<file path="src/verilog/gpio_port_pkg.sv">
// Package with register map and field layout of the four-pin open-drain port
package gpio_port_pkg;
  localparam logic [7:0] PIN_CONFIG_OFS    = 8'h10;
  localparam logic [7:0] PIN_EVENT_OFS     = 8'h0F;
  localparam logic [7:0] PIN_CONFIG_RST    = 8'h00;
  localparam logic [7:0] PIN_EVENT_RST     = 8'h00;
  localparam int         PIN_COUNT         = 4;
  localparam int         DIR_LSB           = 4;
  localparam int         VAL_LSB           = 0;
  localparam int         EDGE_LSB          = 4;
  localparam int         MASK_LSB          = 0;
endpackage

</file>
<file path="src/verilog/pin_sync.sv">
// Two-stage synchroniser for a vector of pin levels
`timescale 1ns/10ps
module pin_sync #(
  parameter int WIDTH = 4
) (
  input  wire logic             core_clk_i,
  input  wire logic             srst_i,
  input  wire logic [WIDTH-1:0] async_i,
  output logic      [WIDTH-1:0] sync_o
);
  logic [WIDTH-1:0] meta_r;
  logic [WIDTH-1:0] meta_nxt;
  logic [WIDTH-1:0] sync_r;
  logic [WIDTH-1:0] sync_nxt;

  always_comb
  begin
    meta_nxt = async_i;
    sync_nxt = meta_r;
    if (srst_i)
    begin
      meta_nxt = '1;
      sync_nxt = '1;
    end
  end

  always_ff @(posedge core_clk_i)
  begin
    meta_r <= meta_nxt;
    sync_r <= sync_nxt;
  end

  assign sync_o = sync_r;
endmodule // pin_sync

</file>
<file path="src/verilog/gpio_port.sv">
// Four-pin open-drain port with its configuration and event registers
// Operation
// - Upper four config bits set direction: 0 input, 1 output.
// - Output pin with value 1 turns pull-down on, pin low.
// - Output pin with value 0 releases pin to external pull-up.
// - Input pin value bit reads sampled pin level.
// - Writes to value bits of input pins are ignored.
// - Config register at offset 10h, resets to 00h.
// - Event polarity bit per pin: 0 falling, 1 rising edge.
// - Event mask bit per pin suppresses event; reset unmasked.
`timescale 1ns/10ps
module gpio_port
  import gpio_port_pkg::*;
#(
  parameter int NPINS = PIN_COUNT
) (
  input  wire logic             core_clk_i,
  input  wire logic             srst_i,
  input  wire logic [7:0]       reg_addr_i,
  input  wire logic             reg_wr_i,
  input  wire logic             reg_rd_i,
  input  wire logic [7:0]       reg_wdata_i,
  output logic      [7:0]       reg_rdata_o,
  input  wire logic [NPINS-1:0] pin_i,
  output logic      [NPINS-1:0] pin_o,
  output logic      [NPINS-1:0] pin_oe_o,
  output logic      [NPINS-1:0] pin_event_o
);
  logic [NPINS-1:0] dir_r;
  logic [NPINS-1:0] dir_nxt;
  logic [NPINS-1:0] val_r;
  logic [NPINS-1:0] val_nxt;
  logic [NPINS-1:0] edge_r;
  logic [NPINS-1:0] edge_nxt;
  logic [NPINS-1:0] mask_r;
  logic [NPINS-1:0] mask_nxt;
  logic [NPINS-1:0] pin_s;
  logic [NPINS-1:0] prev_r;
  logic [NPINS-1:0] prev_nxt;
  logic [NPINS-1:0] evt_r;
  logic [NPINS-1:0] evt_nxt;
  logic [NPINS-1:0] oe_r;
  logic [NPINS-1:0] oe_nxt;
  logic [NPINS-1:0] pin_r;
  logic [NPINS-1:0] pin_nxt;
  logic [7:0]       rdata_r;
  logic [7:0]       rdata_nxt;
  logic             cfg_wr;
  logic             evt_wr;

  pin_sync #(.WIDTH(NPINS)) u_sync (
    .core_clk_i (core_clk_i),
    .srst_i     (srst_i),
    .async_i    (pin_i),
    .sync_o     (pin_s)
  );

  assign cfg_wr = reg_wr_i && (reg_addr_i == PIN_CONFIG_OFS);
  assign evt_wr = reg_wr_i && (reg_addr_i == PIN_EVENT_OFS);

  always_comb
  begin
    dir_nxt   = dir_r;
    val_nxt   = val_r;
    edge_nxt  = edge_r;
    mask_nxt  = mask_r;
    prev_nxt  = pin_s;
    rdata_nxt = rdata_r;
    if (cfg_wr)
    begin
      dir_nxt = reg_wdata_i[DIR_LSB +: NPINS];
    end
    if (evt_wr)
    begin
      edge_nxt = reg_wdata_i[EDGE_LSB +: NPINS];
      mask_nxt = reg_wdata_i[MASK_LSB +: NPINS];
    end
    for (int i = 0; i < NPINS; i++)
    begin
      if (!dir_nxt[i])
        val_nxt[i] = pin_s[i];
      else if (cfg_wr)
        val_nxt[i] = reg_wdata_i[VAL_LSB + i];
    end
    if (reg_rd_i)
    begin
      if (reg_addr_i == PIN_CONFIG_OFS)
        rdata_nxt = 8'({dir_r, val_r});
      else if (reg_addr_i == PIN_EVENT_OFS)
        rdata_nxt = 8'({edge_r, mask_r});
      else
        rdata_nxt = '0;
    end
    if (srst_i)
    begin
      dir_nxt   = PIN_CONFIG_RST[DIR_LSB +: NPINS];
      val_nxt   = PIN_CONFIG_RST[VAL_LSB +: NPINS];
      edge_nxt  = PIN_EVENT_RST[EDGE_LSB +: NPINS];
      mask_nxt  = PIN_EVENT_RST[MASK_LSB +: NPINS];
      prev_nxt  = '1;
      rdata_nxt = '0;
    end
  end

  always_comb
  begin
    pin_nxt = '0;
    for (int i = 0; i < NPINS; i++)
    begin
      oe_nxt[i]  = dir_nxt[i] && val_nxt[i];
      evt_nxt[i] = !dir_r[i] && !mask_r[i] &&
                   (edge_r[i] ? (pin_s[i] && !prev_r[i]) : (!pin_s[i] && prev_r[i]));
    end
    if (srst_i)
    begin
      oe_nxt  = '0;
      evt_nxt = '0;
    end
  end

  always_ff @(posedge core_clk_i)
  begin
    dir_r   <= dir_nxt;
    val_r   <= val_nxt;
    edge_r  <= edge_nxt;
    mask_r  <= mask_nxt;
    prev_r  <= prev_nxt;
    rdata_r <= rdata_nxt;
    oe_r    <= oe_nxt;
    evt_r   <= evt_nxt;
    pin_r   <= pin_nxt;
  end

  assign reg_rdata_o = rdata_r;
  assign pin_o       = pin_r;
  assign pin_oe_o    = oe_r;
  assign pin_event_o = evt_r;

  // Per-pin checks of the open-drain and event paths
  for (genvar g = 0; g < NPINS; g++)
  begin : g_pin_chk

  end
endmodule // gpio_port

</file>
<file path="config.mk">
export PLATFORM = sky130hd
export DESIGN_NAME = gpio_port
export DESIGN_NICKNAME = d
export VERILOG_FILES = /design/src/verilog/gpio_port_pkg.sv /design/src/verilog/pin_sync.sv /design/src/verilog/gpio_port.sv
export SDC_FILE = /design/constraint.sdc
export NUM_CORES = 1
export LEC_CHECK = 0
export BUFFER_PORTS_ARGS = -buffer_cell sky130_fd_sc_hd__clkbuf_2
export CAP_MARGIN = 20
export CORE_ASPECT_RATIO = 1.75
export CORE_UTILIZATION = 53
export DETAILED_ROUTE_END_ITERATION = 16
export PLACE_DENSITY = 0.78
export REMOVE_ABC_BUFFERS = 1
export SYNTH_ARGS = -nofsm -noshare
export SYNTH_HDL_FRONTEND = slang
export SYNTH_SLANG_ARGS = --single-unit
</file>
<file path="constraint.sdc">
create_clock -name core_clk_i -period 1.92 [get_ports core_clk_i]
set_input_delay 0.384 -clock core_clk_i [delete_from_list [all_inputs] [get_ports core_clk_i]]
set_output_delay 0.384 -clock core_clk_i [all_outputs]
set_load 0.02 [all_outputs]
</file>
# == Word level (Yosys, flattened, before mapping) ==
# Cells that the tools add are included.
# word_totals
regBits,44
out_inout_bits,20
word_cells,67
# op_classes
n_eq_ne,2
mux,17
n_reduce_logical,38
# op_table
operator,count
1-bit logical AND,22
1-bit zero test,16
8-bit two-way mux,2
1-bit two-way mux,12
4-bit two-way mux,3
"8-bit by 4-bit == test with 1-bit output, second input constant",1
"8-bit by 5-bit == test with 1-bit output, second input constant",1

# == Longest topological paths before layout ==
# Gate-level depths: netlist (run 1).
# logic_depth
depth_word,6
mapped_depth,5
depth_no_buf,3

# == By module ==
# From an unflattened synthesis (run 1), not the netlist that was laid out.
# hier_totals
hier_cells,213
hier_area_um2,2039.5
# modules_own_cells
module,instances,cells_each,area_each_um2
gpio_port,1,197,1829.3
pin_sync,1,16,210.2

# == Worst setup path before layout (run 1) ==
# No wires, ideal clock.
# synth_path
path_kind,in2reg
start,input port reg_addr_i[5]
end,"register oe_r[0], in the netlist pin_oe_o[0]"
setup_ns,0.070
t_arrival_ns,1.648
t_required_ns,1.850
slack_ns,0.202
cell_stages,4
path_buffers,1
cell_sequence,or4b_1 > clkbuf_2 > or4_1 > a21oi_1
# synth_via
elab_chain_len,6
elab_cells_between_ends,8
cone_classes,1 x eq/ne; 5 x mux; 2 x reduce/logical
# synth_rtl
item,line,source
start: declaration,gpio_port.sv:19,"input wire logic [7:0] reg_addr_i,"
8-bit by 5-bit == test with 1-bit output (*),gpio_port.sv:58,assign cfg_wr = reg_wr_i && (reg_addr_i == PIN_CONFIG_OFS);
1-bit logical AND (*),gpio_port.sv:58,
1-bit two-way mux or 4-bit two-way mux (tied branches),"gpio_port.sv:82, gpio_port.sv:69",
1-bit two-way mux,gpio_port.sv:80,if (!dir_nxt[i])
4-bit two-way mux,gpio_port.sv:94,if (srst_i)
1-bit logical AND (*),gpio_port.sv:110,oe_nxt[i] = dir_nxt[i] && val_nxt[i];
end signal: assignment,gpio_port.sv:129,oe_r <= oe_nxt;
end: declaration,gpio_port.sv:42,logic [NPINS-1:0] oe_r;
# Every way passes the cells marked *; elsewhere a longest branch is shown, timed or not.
# A chain may end at the register's enable or synchronous reset.

# == Worst setup path after layout (run 1) ==
# Same ends and word-level chain as after synthesis.

==> results of run 1 <==
-- registers in the layout, summed over array words and instances (netlist names) --
signal         cells
mask_r             4
pin_event_o        4
prev_r             4
reg_rdata_o        8
dir_r              4
u_sync.meta_r      4
edge_r             4
pin_oe_o           4
val_r              4
u_sync.sync_o      4
-- report_power, final --
group          switching (mW)  internal [mW]
Clock                   0.278          0.235
Sequential             0.0124          0.937
Combinational           0.110         0.0786
Total                   0.400           1.25
-- layout make-up --
class	count	area share, %
multi-input cells	151	41.9
flip-flops and latches	44	37.2
repair buffers	62	15.5
clock buffers	5	2.90
well taps	45	2.38
inverters	1	0.158
-- layer usage --
layer	track usage [%]	vias to the layer above
met1	32.0	875
met3	4.57	6
met2	44.6	65
met4	10.8	0
li1	-	906
met5	0	-
-- final timing paths --
kind | from | end
min | pin_i[3] | u_sync.meta_r[3]
min reg2reg | u_sync.meta_r[1] | u_sync.sync_o[1]
max reg2reg | u_sync.sync_o[2] | val_r[2]
max | reg_addr_i[5] | pin_oe_o[0]
-- Yosys cell counts --
| cell | instances | area [µm²] |
|---|---|---|
| clkbuf_2 | 1 | 5.00 |
| o31ai_1 | 12 | 90.1 |
| inv_1 | 1 | 3.75 |
| or4b_1 | 2 | 20.0 |
| a2111oi_0 | 4 | 35.0 |
| or2_2 | 12 | 75.1 |
| nand4_1 | 16 | 100 |
| conb_1 | 1 | 3.75 |
| a31o_2 | 4 | 35.0 |
| nand3b_1 | 4 | 30.0 |
| nor3_1 | 1 | 5.00 |
| nor4b_2 | 1 | 15.0 |
| a311oi_1 | 4 | 35.0 |
| clkbuf_1 | 15 | 56.3 |
| buf_2 | 1 | 5.00 |
| nor2_1 | 5 | 18.8 |
| nor2b_1 | 3 | 18.8 |
| buf_1 | 1 | 3.75 |
| and4_1 | 4 | 35.0 |
| and3_1 | 1 | 6.26 |
| nand2_1 | 14 | 52.6 |
| o21bai_1 | 6 | 45.0 |
| nor4_1 | 1 | 6.26 |
| mux2i_1 | 4 | 40.0 |
| nand3_1 | 9 | 45.0 |
| or4_1 | 4 | 30.0 |
| nand2b_1 | 4 | 25.0 |
| nand4b_1 | 7 | 61.3 |
| a31oi_1 | 6 | 37.5 |
| buf_4 | 4 | 30.0 |
| nor4bb_1 | 2 | 20.0 |
| nor4b_1 | 1 | 8.76 |
| dfxtp_1 | 44 | 881 |
| a21oi_1 | 16 | 80.1 |
-- cell families (layout without fill, tap and decap cells) --
family          Yosys count  count (layout)
mux                       4               4
simple gates             91              91
buf+inv                  23              68
flops                    44              44
other cells               1               4
compound gates           52              52
-- metrics by stage --
| step | hold slack, ns | setup TNS, ns | setup slack [ns] | instance area [µm²] |
|---|---|---|---|---|
| 2_1_floorplan | 0.389 | -11.34 | -0.798 | 1870 |
| 4_1_cts | 0.265 | 0 | 0.260 | 2370 |
| 3_5_place_dp | 0.395 | -0.0635 | -0.0253 | 2300 |
| 3_3_place_gp | 0.392 | 0 | 0.0114 | 2300 |
| 5_1_grt | 0.269 | 0 | 0.187 | 2370 |
| 6_report | 0.271 | 0 | 0.257 | 2370 |
-- critical path, delay by kind of cell --
kind                   cells  cell delay [ns]
AND/OR/NAND/NOR            2             1.25
buffers and inverters      1             0.09
AO/OA/AOI/OAI              1             0.16
==> impl_metrics.json, run 1 <==
{
  "viasPerCell": 6.01,
  "worstPathMaxFanout": 9,
  "synth_top_family_by_area": "simple AND/OR/NAND/NOR gates",
  "wire_per_inst_um": 15.4,
  "synth-simple-area-share_pct": 29.2,
  "start_util_pct": 56.5,
  "hold_depth": 2,
  "row_count": 28,
  "slowest_stage": "or4b_1",
  "cts_root_buffer": "clkbuf_8",
  "grt_pass1_wl_um": 7500,
  "cts.repair.resized": 0,
  "end_kind": "flop",
  "routed_wl_um": 4750,
  "synth_area_mm2": 0.00196,
  "core_mm2": 0.00347,
  "cts_setup_buffers": 0,
  "clock_skew_ns": 0.00371,
  "routed-wl-met2_um": 2430,
  "synth_fa_ha_area_share_pct": 0,
  "firstDrtPassIters": 4,
  "final_util_pct": 68.3,
  "dieArea_mm2": 0.00395,
  "ios": 44,
  "rrSetupSlack_ns": 0.89,
  "rsz0062_at_grt": "no",
  "tightestPinTransition_ns": 0.624,
  "numClockSinks": 44,
  "fillers": 318,
  "max-vdd-ir-drop_v": 0.000716,
  "dieHeight_um": 82.4,
  "met3_length_um": 228,
  "period_share_pct": 86.6,
  "crit_type": "in2reg",
  "cts-htree-levels": 2,
  "leakage_nw": 0.942,
  "antenna_left": 0,
  "syn_to_final_growth_pct": 20.9,
  "final_cell_mix": "44 x dfxtp_1, 39 x clkbuf_2, 23 x buf_4, 16 x nand4_1, 16 x a21oi_1",
  "grt_pass1_vias": 1688,
  "final_hold_viol_count": 0,
  "fin_nets": 289,
  "first_iter_violations": 72,
  "clk_latency_ns": 0.29,
  "slew_headroom_pct": 58.4,
  "cts_made_buffers": 5,
  "max-cap-violations": 0,
  "antenna_found_initial": 0,
  "synth-seq-cells": 44,
  "synth-compound-area-share_pct": 18.3,
  "arrival_ns": 1.88,
  "track_usage_pct": 26.6,
  "fin_cells": 308,
  "syn_inst": 215,
  "vias": 1852,
  "synthDistinctLibCells": 34,
  "synth_xor_area_share_pct": 0,
  "synth_area_per_cell_um2": 9.11,
  "yosysWarnings": 0,
  "cpPeakStageDelay_ns": 0.70,
  "crit_path_start_kind": "input port",
  "worstPathRequired_ns": 2.14,
  "drc": 0,
  "regArea_um2": 881,
  "port_buffers": 39,
  "antennaDiodeCount": 0,
  "overflow": 0,
  "power.density_mw_per_mm2": 696,
  "layout-drive-gt1-share_pct": 32.3,
  "synthMuxAreaShare_pct": 2.04,
  "crit_chain": "clkbuf_2 > or4b_1 > or4_1 > a21oi_1",
  "cts_buffer_depth": 2,
  "multi_input_area_um2": 992,
  "setup_violations": 0,
  "top_layer": "met4",
  "path_clk_slew_ns": 0.07,
  "die_w_um": 48.0,
  "final_common_cell": "dfxtp_1",
  "min_period_ns": 1.66,
  "met1_length_um": 2020,
  "fin_total_pwr_mw": 1.65,
  "placed_cells": 303,
  "slew_violations": 0,
  "maxClockFrequency_mhz": 601,
  "yosysSeqAreaShare_pct": 45.0,
  "cts_hold_buf": 0,
  "ff2ff_path_depth": 3,
  "tritoncts": "yes",
  "grt_max_degree": 37,
  "hp-class": "in2reg",
  "status": "complete, no violations",
  "gp_congestion": 0.910,
  "hpwl_um": 3390
}
Power figures use the tool's default switching activity.
==> run 2: changes to the inputs <==
--- a/config.mk
+++ b/config.mk
@@ -10,8 +10,10 @@
 export CORE_ASPECT_RATIO = 1.75
 export CORE_UTILIZATION = 53
 export DETAILED_ROUTE_END_ITERATION = 16
+export GPL_TIMING_DRIVEN = 0
 export PLACE_DENSITY = 0.78
 export REMOVE_ABC_BUFFERS = 1
 export SYNTH_ARGS = -nofsm -noshare
 export SYNTH_HDL_FRONTEND = slang
+export SYNTH_HIERARCHICAL = 1
 export SYNTH_SLANG_ARGS = --single-unit
==> impl_metrics.json, run 2 <==
{
  "status": "complete, no violations",
  "path_clk_slew_ns": 0.08,
  "tightestPinTransition_ns": 0.925,
  "met1_length_um": 1740,
  "cts-htree-levels": 2,
  "synthDistinctLibCells": 30,
  "yosysWarnings": 6,
  "gp_congestion": 0.756,
  "rsz0062_at_grt": "no",
  "crit_type": "in2reg",
  "whs_ns": 0.255,
  "crit_buf_inv": 1,
  "synth_area_per_cell_um2": 9.57,
  "ff2ff_path_depth": 3,
  "wire_per_inst_um": 14.5,
  "largest_reg_flops": 8,
  "ys.flop_type": "dfxtp_1",
  "hpwl_um": 2980,
  "syn_inst": 213,
  "arrival_ns": 1.82,
  "die_w_um": 48.9,
  "cpPeakStageDelay_ns": 0.61,
  "p_seq_share_pct": 55.6,
  "final_hold_viol_count": 0,
  "cts_hold_buf": 0,
  "slew_violations": 0,
  "antenna_left": 0,
  "grt_max_degree": 52,
  "ios": 44,
  "p_int_mw": 1.28,
  "synthArstFlopShare_pct": 0,
  "syn_to_final_growth_pct": 14.5,
  "cts_root_buffer": "clkbuf_8",
  "synthMostInstantiatedCell": "dfxtp_1",
  "worstPathMaxFanout": 12,
  "dieHeight_um": 84.1,
  "tritoncts": "yes",
  "hp-class": "in2reg",
  "synth_edf_count": 0,
  "power_frac_clock_pct": 35.9,
  "crit_chain": "clkbuf_2 > nor4_4 > nand3_4 > mux2_4",
  "fin_nets": 272,
  "crit_start": "reg_addr_i[0]",
  "row_count": 29,
  "cts_buffer_depth": 2,
  "track_usage_pct": 22.7,
  "clk_latency_ns": 0.30,
  "clock_skew_ns": 0.00869,
  "worstPathRequired_ns": 2.12,
  "power.density_mw_per_mm2": 726,
  "routed_wl_um": 4280,
  "p_sw_uw": 413,
  "viasPerCell": 5.72,
  "crit_path_start_kind": "input port",
  "slowest_stage": "nor4_4",
  "firstDrtPassIters": 5,
  "comb_power_share_pct": 8.5,
  "port_buffers": 39,
  "regToRegStartpoint": "dir_r[1]",
  "final_common_cell": "dfxtp_1",
  "path_delay_family": "simple AND/OR/NAND/NOR gates",
  "end_kind": "flop",
  "switching_share_pct": 24.4,
  "core_mm2": 0.00366,
  "min_period_ns": 1.62,
  "dieArea_mm2": 0.00411,
  "drc": 0,
  "routed-wl-met2_um": 2280,
  "period_share_pct": 84.4,
  "stdcell_area_mm2": 0.00233,
  "final_cell_mix": "44 x dfxtp_1, 39 x clkbuf_2, 20 x mux2i_1, 20 x nand4_1, 16 x o21a_1",
  "start_util_pct": 55.7,
  "cts_made_buffers": 5,
  "leakage_nw": 0.997,
  "synth_commonest_cells": "44 x dfxtp_1, 20 x mux2i_1, 20 x nand4_1",
  "maxClockFrequency_mhz": 617,
  "slew_headroom_pct": 38.0,
  "grt_pass1_wl_um": 7160,
  "cp-endpoint": "val_r[1]",
  "first_iter_violations": 36,
  "grt_pass1_vias": 1544,
  "path_depth": 4,
  "rr_endpoint": "val_r[1]",
  "met3_length_um": 155,
  "synth-seq-cells": 44,
  "yosysSeqAreaShare_pct": 43.2,
  "layout-drive-gt1-share_pct": 23.7,
  "synth_area_mm2": 0.00204,
  "antennaDiodeCount": 0,
  "yosys-top-cells-area": "dfxtp_1 43%, mux2i_1 9.8%, nand4_1 6.1%",
  "synth_largest_area_cell": "dfxtp_1",
  "max-cap-violations": 0,
  "setup_violations": 0,
  "top_layer": "met4",
  "synth_top_area_share_pct": 43.2,
  "antenna_found_initial": 0,
  "max-vdd-ir-drop_v": 0.000496,
  "numClockSinks": 44,
  "vias": 1688,
  "overflow": 0,
  "rrSetupSlack_ns": 0.84,
  "dpl-instance-area_mm2": 0.00223
}
## run 2: cell count changes after synthesis, moves of 7 or more
cell	previous run	this run
nand3b_1	4	14
or2_2	12	4
o31ai_1	12	4
nor2_1	5	14
clkbuf_1	15	8
o21a_1	0	16
nand2b_1	4	12
a21oi_1	16	4
mux2i_1	4	20
nand4b_1	7	0
or2_1	0	8
## run 2: timing repair
item                       in CTS  in global routing
resized for setup               0                  1
hold endpoints to repair        0                  0
setup buffers                   0                  0
setup endpoints to repair       0                  4
## run 2: logic make-up (layout without fill, tap and decap cells)
logic type,after synthesis,after routing,share of synthesized area [%]
buf+inv,14,47,3.68
compound gates,28,28,10.1
other cells,1,4,0.184
simple gates,102,102,30.5
mux,24,24,12.4
flops,44,44,43.2
## run 2: how the worst min path moves through the flow
stage                                start                to  slack [ns]  cells past startpoint
after floorplan           u_sync/meta_r[0]  u_sync/sync_o[0]        0.38                      1
after global placement    u_sync/meta_r[3]  u_sync/sync_o[3]        0.39                      1
after detailed placement  u_sync/meta_r[3]  u_sync/sync_o[3]        0.39                      1
after CTS                         pin_i[3]  u_sync/meta_r[3]        0.25                      2
after global routing              pin_i[1]  u_sync/meta_r[1]        0.26                      2
final                             pin_i[2]  u_sync/meta_r[2]        0.26                      2
## run 2: power by group through the flow
stage | clock network (mW) | registers (mW) | logic [mW]
floorplan | 0 | 0.963 | 0.0718
detailed placement | 0 | 0.964 | 0.143
finish | 0.608 | 0.942 | 0.145
global placement | 0 | 0.963 | 0.140
global route | 0.646 | 0.945 | 0.159
CTS | 0.621 | 0.942 | 0.143
## run 2: cell type report
class,instances,area [µm²]
repair buffers,39,195
fillers,337,1330
flip-flops and latches,44,881
clock buffers,7,86.3
clock inverters,1,7.51
well taps,46,57.6
multi-input cells,158,1110
## run 2: metal layers
| metal | global-route usage (%) | up-vias |
|---|---|---|
| met5 | 0 | - |
| met1 | 24.6 | 805 |
| met2 | 40.5 | 34 |
| met4 | 10.4 | 0 |
| met3 | 5.46 | 9 |
| li1 | - | 840 |
## run 2: worst reg2reg max path, delay by kind of cell (launching register included)
kind	cells	cell delay (ns)
muxes	2	0.49
and+or+nand+nor	1	0.06
DFF	1	0.44
## run 2: stage by stage
stage | TNS [ns] | instances | utilization, % | setup WS (ns) | power [mW]
2_1_floorplan | 0 | 202 | - | 0.265 | 1.03
3_3_place_gp | -2.44 | 287 | 60.8 | -0.221 | 1.10
3_5_place_dp | -1.27 | 287 | 60.9 | -0.233 | 1.11
4_1_cts | 0 | 295 | 63.5 | 0.0922 | 1.71
5_1_grt | 0 | 295 | 63.7 | 0.145 | 1.75
6_report | 0 | 295 | 63.7 | 0.300 | 1.69
==> run 3: changes to the inputs <==
==> constraint.sdc (replaced) <==
create_clock -name core_clk_i -period 1.5 [get_ports core_clk_i]
set_input_delay 0.3 -clock core_clk_i [delete_from_list [all_inputs] [get_ports core_clk_i]]
set_output_delay 0.3 -clock core_clk_i [all_outputs]
set_load 0.02 [all_outputs]
==> impl_metrics.json, run 3 (same netlist as run 2, synthesis figures left out) <==
{
  "drc": 0,
  "wire_per_inst_um": 14.6,
  "first_iter_violations": 34,
  "overflow": 0,
  "regToRegStartpoint": "dir_r[2]",
  "power.density_mw_per_mm2": 925,
  "grt_pass1_vias": 1545,
  "hold_depth": 2,
  "track_usage_pct": 22.8,
  "viasPerCell": 5.76,
  "slew_violations": 0,
  "worstPathMaxFanout": 12,
  "p_sw_uw": 529,
  "antenna_found_initial": 0,
  "antenna_left": 0,
  "whs_ns": 0.175,
  "crit_type": "in2reg",
  "port_buffers": 39,
  "tightestPinTransition_ns": 0.925,
  "path_clk_slew_ns": 0.08,
  "final_cell_mix": "44 x dfxtp_1, 39 x clkbuf_2, 20 x mux2i_1, 20 x nand4_1, 16 x o21a_1",
  "crit_start": "reg_addr_i[5]",
  "cts_hold_buf": 0,
  "dieHeight_um": 84.1,
  "min-delay-start": "pin_i[3]",
  "routed_wl_um": 4310,
  "core_mm2": 0.00366,
  "fin_nets": 273,
  "min_period_ns": 1.43,
  "leakage_nw": 1.00,
  "fin_total_pwr_mw": 2.17,
  "final_common_cell": "dfxtp_1",
  "rsz0062_at_grt": "no",
  "fin_cells": 296,
  "max-vdd-ir-drop_v": 0.000637,
  "cts_buffer_depth": 2,
  "pre_cts_ws_ns": -0.569,
  "antennaDiodeCount": 0,
  "start_util_pct": 55.7,
  "cts_made_buffers": 5,
  "clk_latency_ns": 0.30,
  "final_hold_viol_count": 0,
  "p_int_mw": 1.64,
  "comb_power_share_pct": 8.7,
  "slew_headroom_pct": 38.0,
  "power_frac_clock_pct": 35.8,
  "dpl-instance-area_mm2": 0.00223,
  "syn_to_final_growth_pct": 15.1,
  "regArea_um2": 881,
  "hpwl_um": 2980,
  "firstDrtPassIters": 4,
  "period_share_pct": 95.1,
  "die_w_um": 48.9,
  "fillers": 336,
  "cts-htree-levels": 2,
  "ios": 44,
  "numClockSinks": 44,
  "finalSetupTns_ns": 0,
  "layout-drive-gt1-share_pct": 24.8,
  "tritoncts": "yes",
  "vias": 1704,
  "grt_pass1_wl_um": 7190,
  "final_util_pct": 64.0,
  "switching_share_pct": 24.4,
  "maxClockFrequency_mhz": 701,
  "cts_root_buffer": "clkbuf_8",
  "dieArea_mm2": 0.00411,
  "placed_cells": 287,
  "max-cap-violations": 0,
  "p_seq_share_pct": 55.6,
  "status": "complete, no violations",
  "crit_path_start_kind": "input port",
  "row_count": 29,
  "largest_reg_flops": 8,
  "clock_skew_ns": 0.00837,
  "worstPathRequired_ns": 1.70,
  "stdcell_area_mm2": 0.00235,
  "multi_input_area_mm2": 0.00111,
  "arrival_ns": 1.62,
  "hp-class": "in2reg",
  "ff2ff_path_depth": 3,
  "grt_max_degree": 52,
  "end_kind": "flop",
  "setup_slack_ns": 0.0733,
  "gp_congestion": 0.756,
  "setup_violations": 0
}
-- run 3: cell types whose count changed in the layout (fill, tap and decap cells not counted), sizes merged --
cell  change
buf       +1
-- run 3: cell type report --
cell class / count / area share, %
clock buffers: 7 / 3.68
flip-flops and latches: 44 / 37.5
well taps: 46 / 2.45
multi-input cells: 158 / 47.4
clock inverters: 1 / 0.320
repair buffers: 40 / 8.64
-- run 3: path summary, 6_finish.rpt --
kind,endpoint,slack [ns]
setup / recovery,val_r[2],0.07
hold / removal,u_sync/meta_r[3],0.17
setup reg to reg,val_r[2],0.42
hold reg to reg,u_sync/sync_o[3],0.41
-- run 3: critical path, stage by stage --
cell      delay (ns)
clkbuf_2        0.12
nor4b_4         0.50
nand3_4         0.33
mux2_4          0.37
-- run 3: layer usage --
layer | up-vias | GRT usage, % | share of wire, %
met1 | 820 | 25.0 | 40
met5 | - | 0 | 0
met3 | 7 | 5.10 | 3.6
met4 | 0 | 9.63 | 1.6
met2 | 34 | 41.0 | 55
li1 | 843 | - | -
-- run 3: power by group through the flow --
stage          sequential (mW)  combinational (mW)  clock (mW)
6_report                  1.21               0.188       0.776
5_1_grt                   1.21               0.207       0.827
4_1_cts                   1.21               0.186       0.795
3_5_place_dp              1.23               0.183           0
3_3_place_gp              1.23               0.179           0
2_1_floorplan             1.23              0.0920           0
-- run 3: repair_timing --
item	CTS	global route
setup buffers	1	0
hold endpoints to repair	0	0
resized for setup	1	2
setup endpoints to repair	12	8
pin swaps	1	0
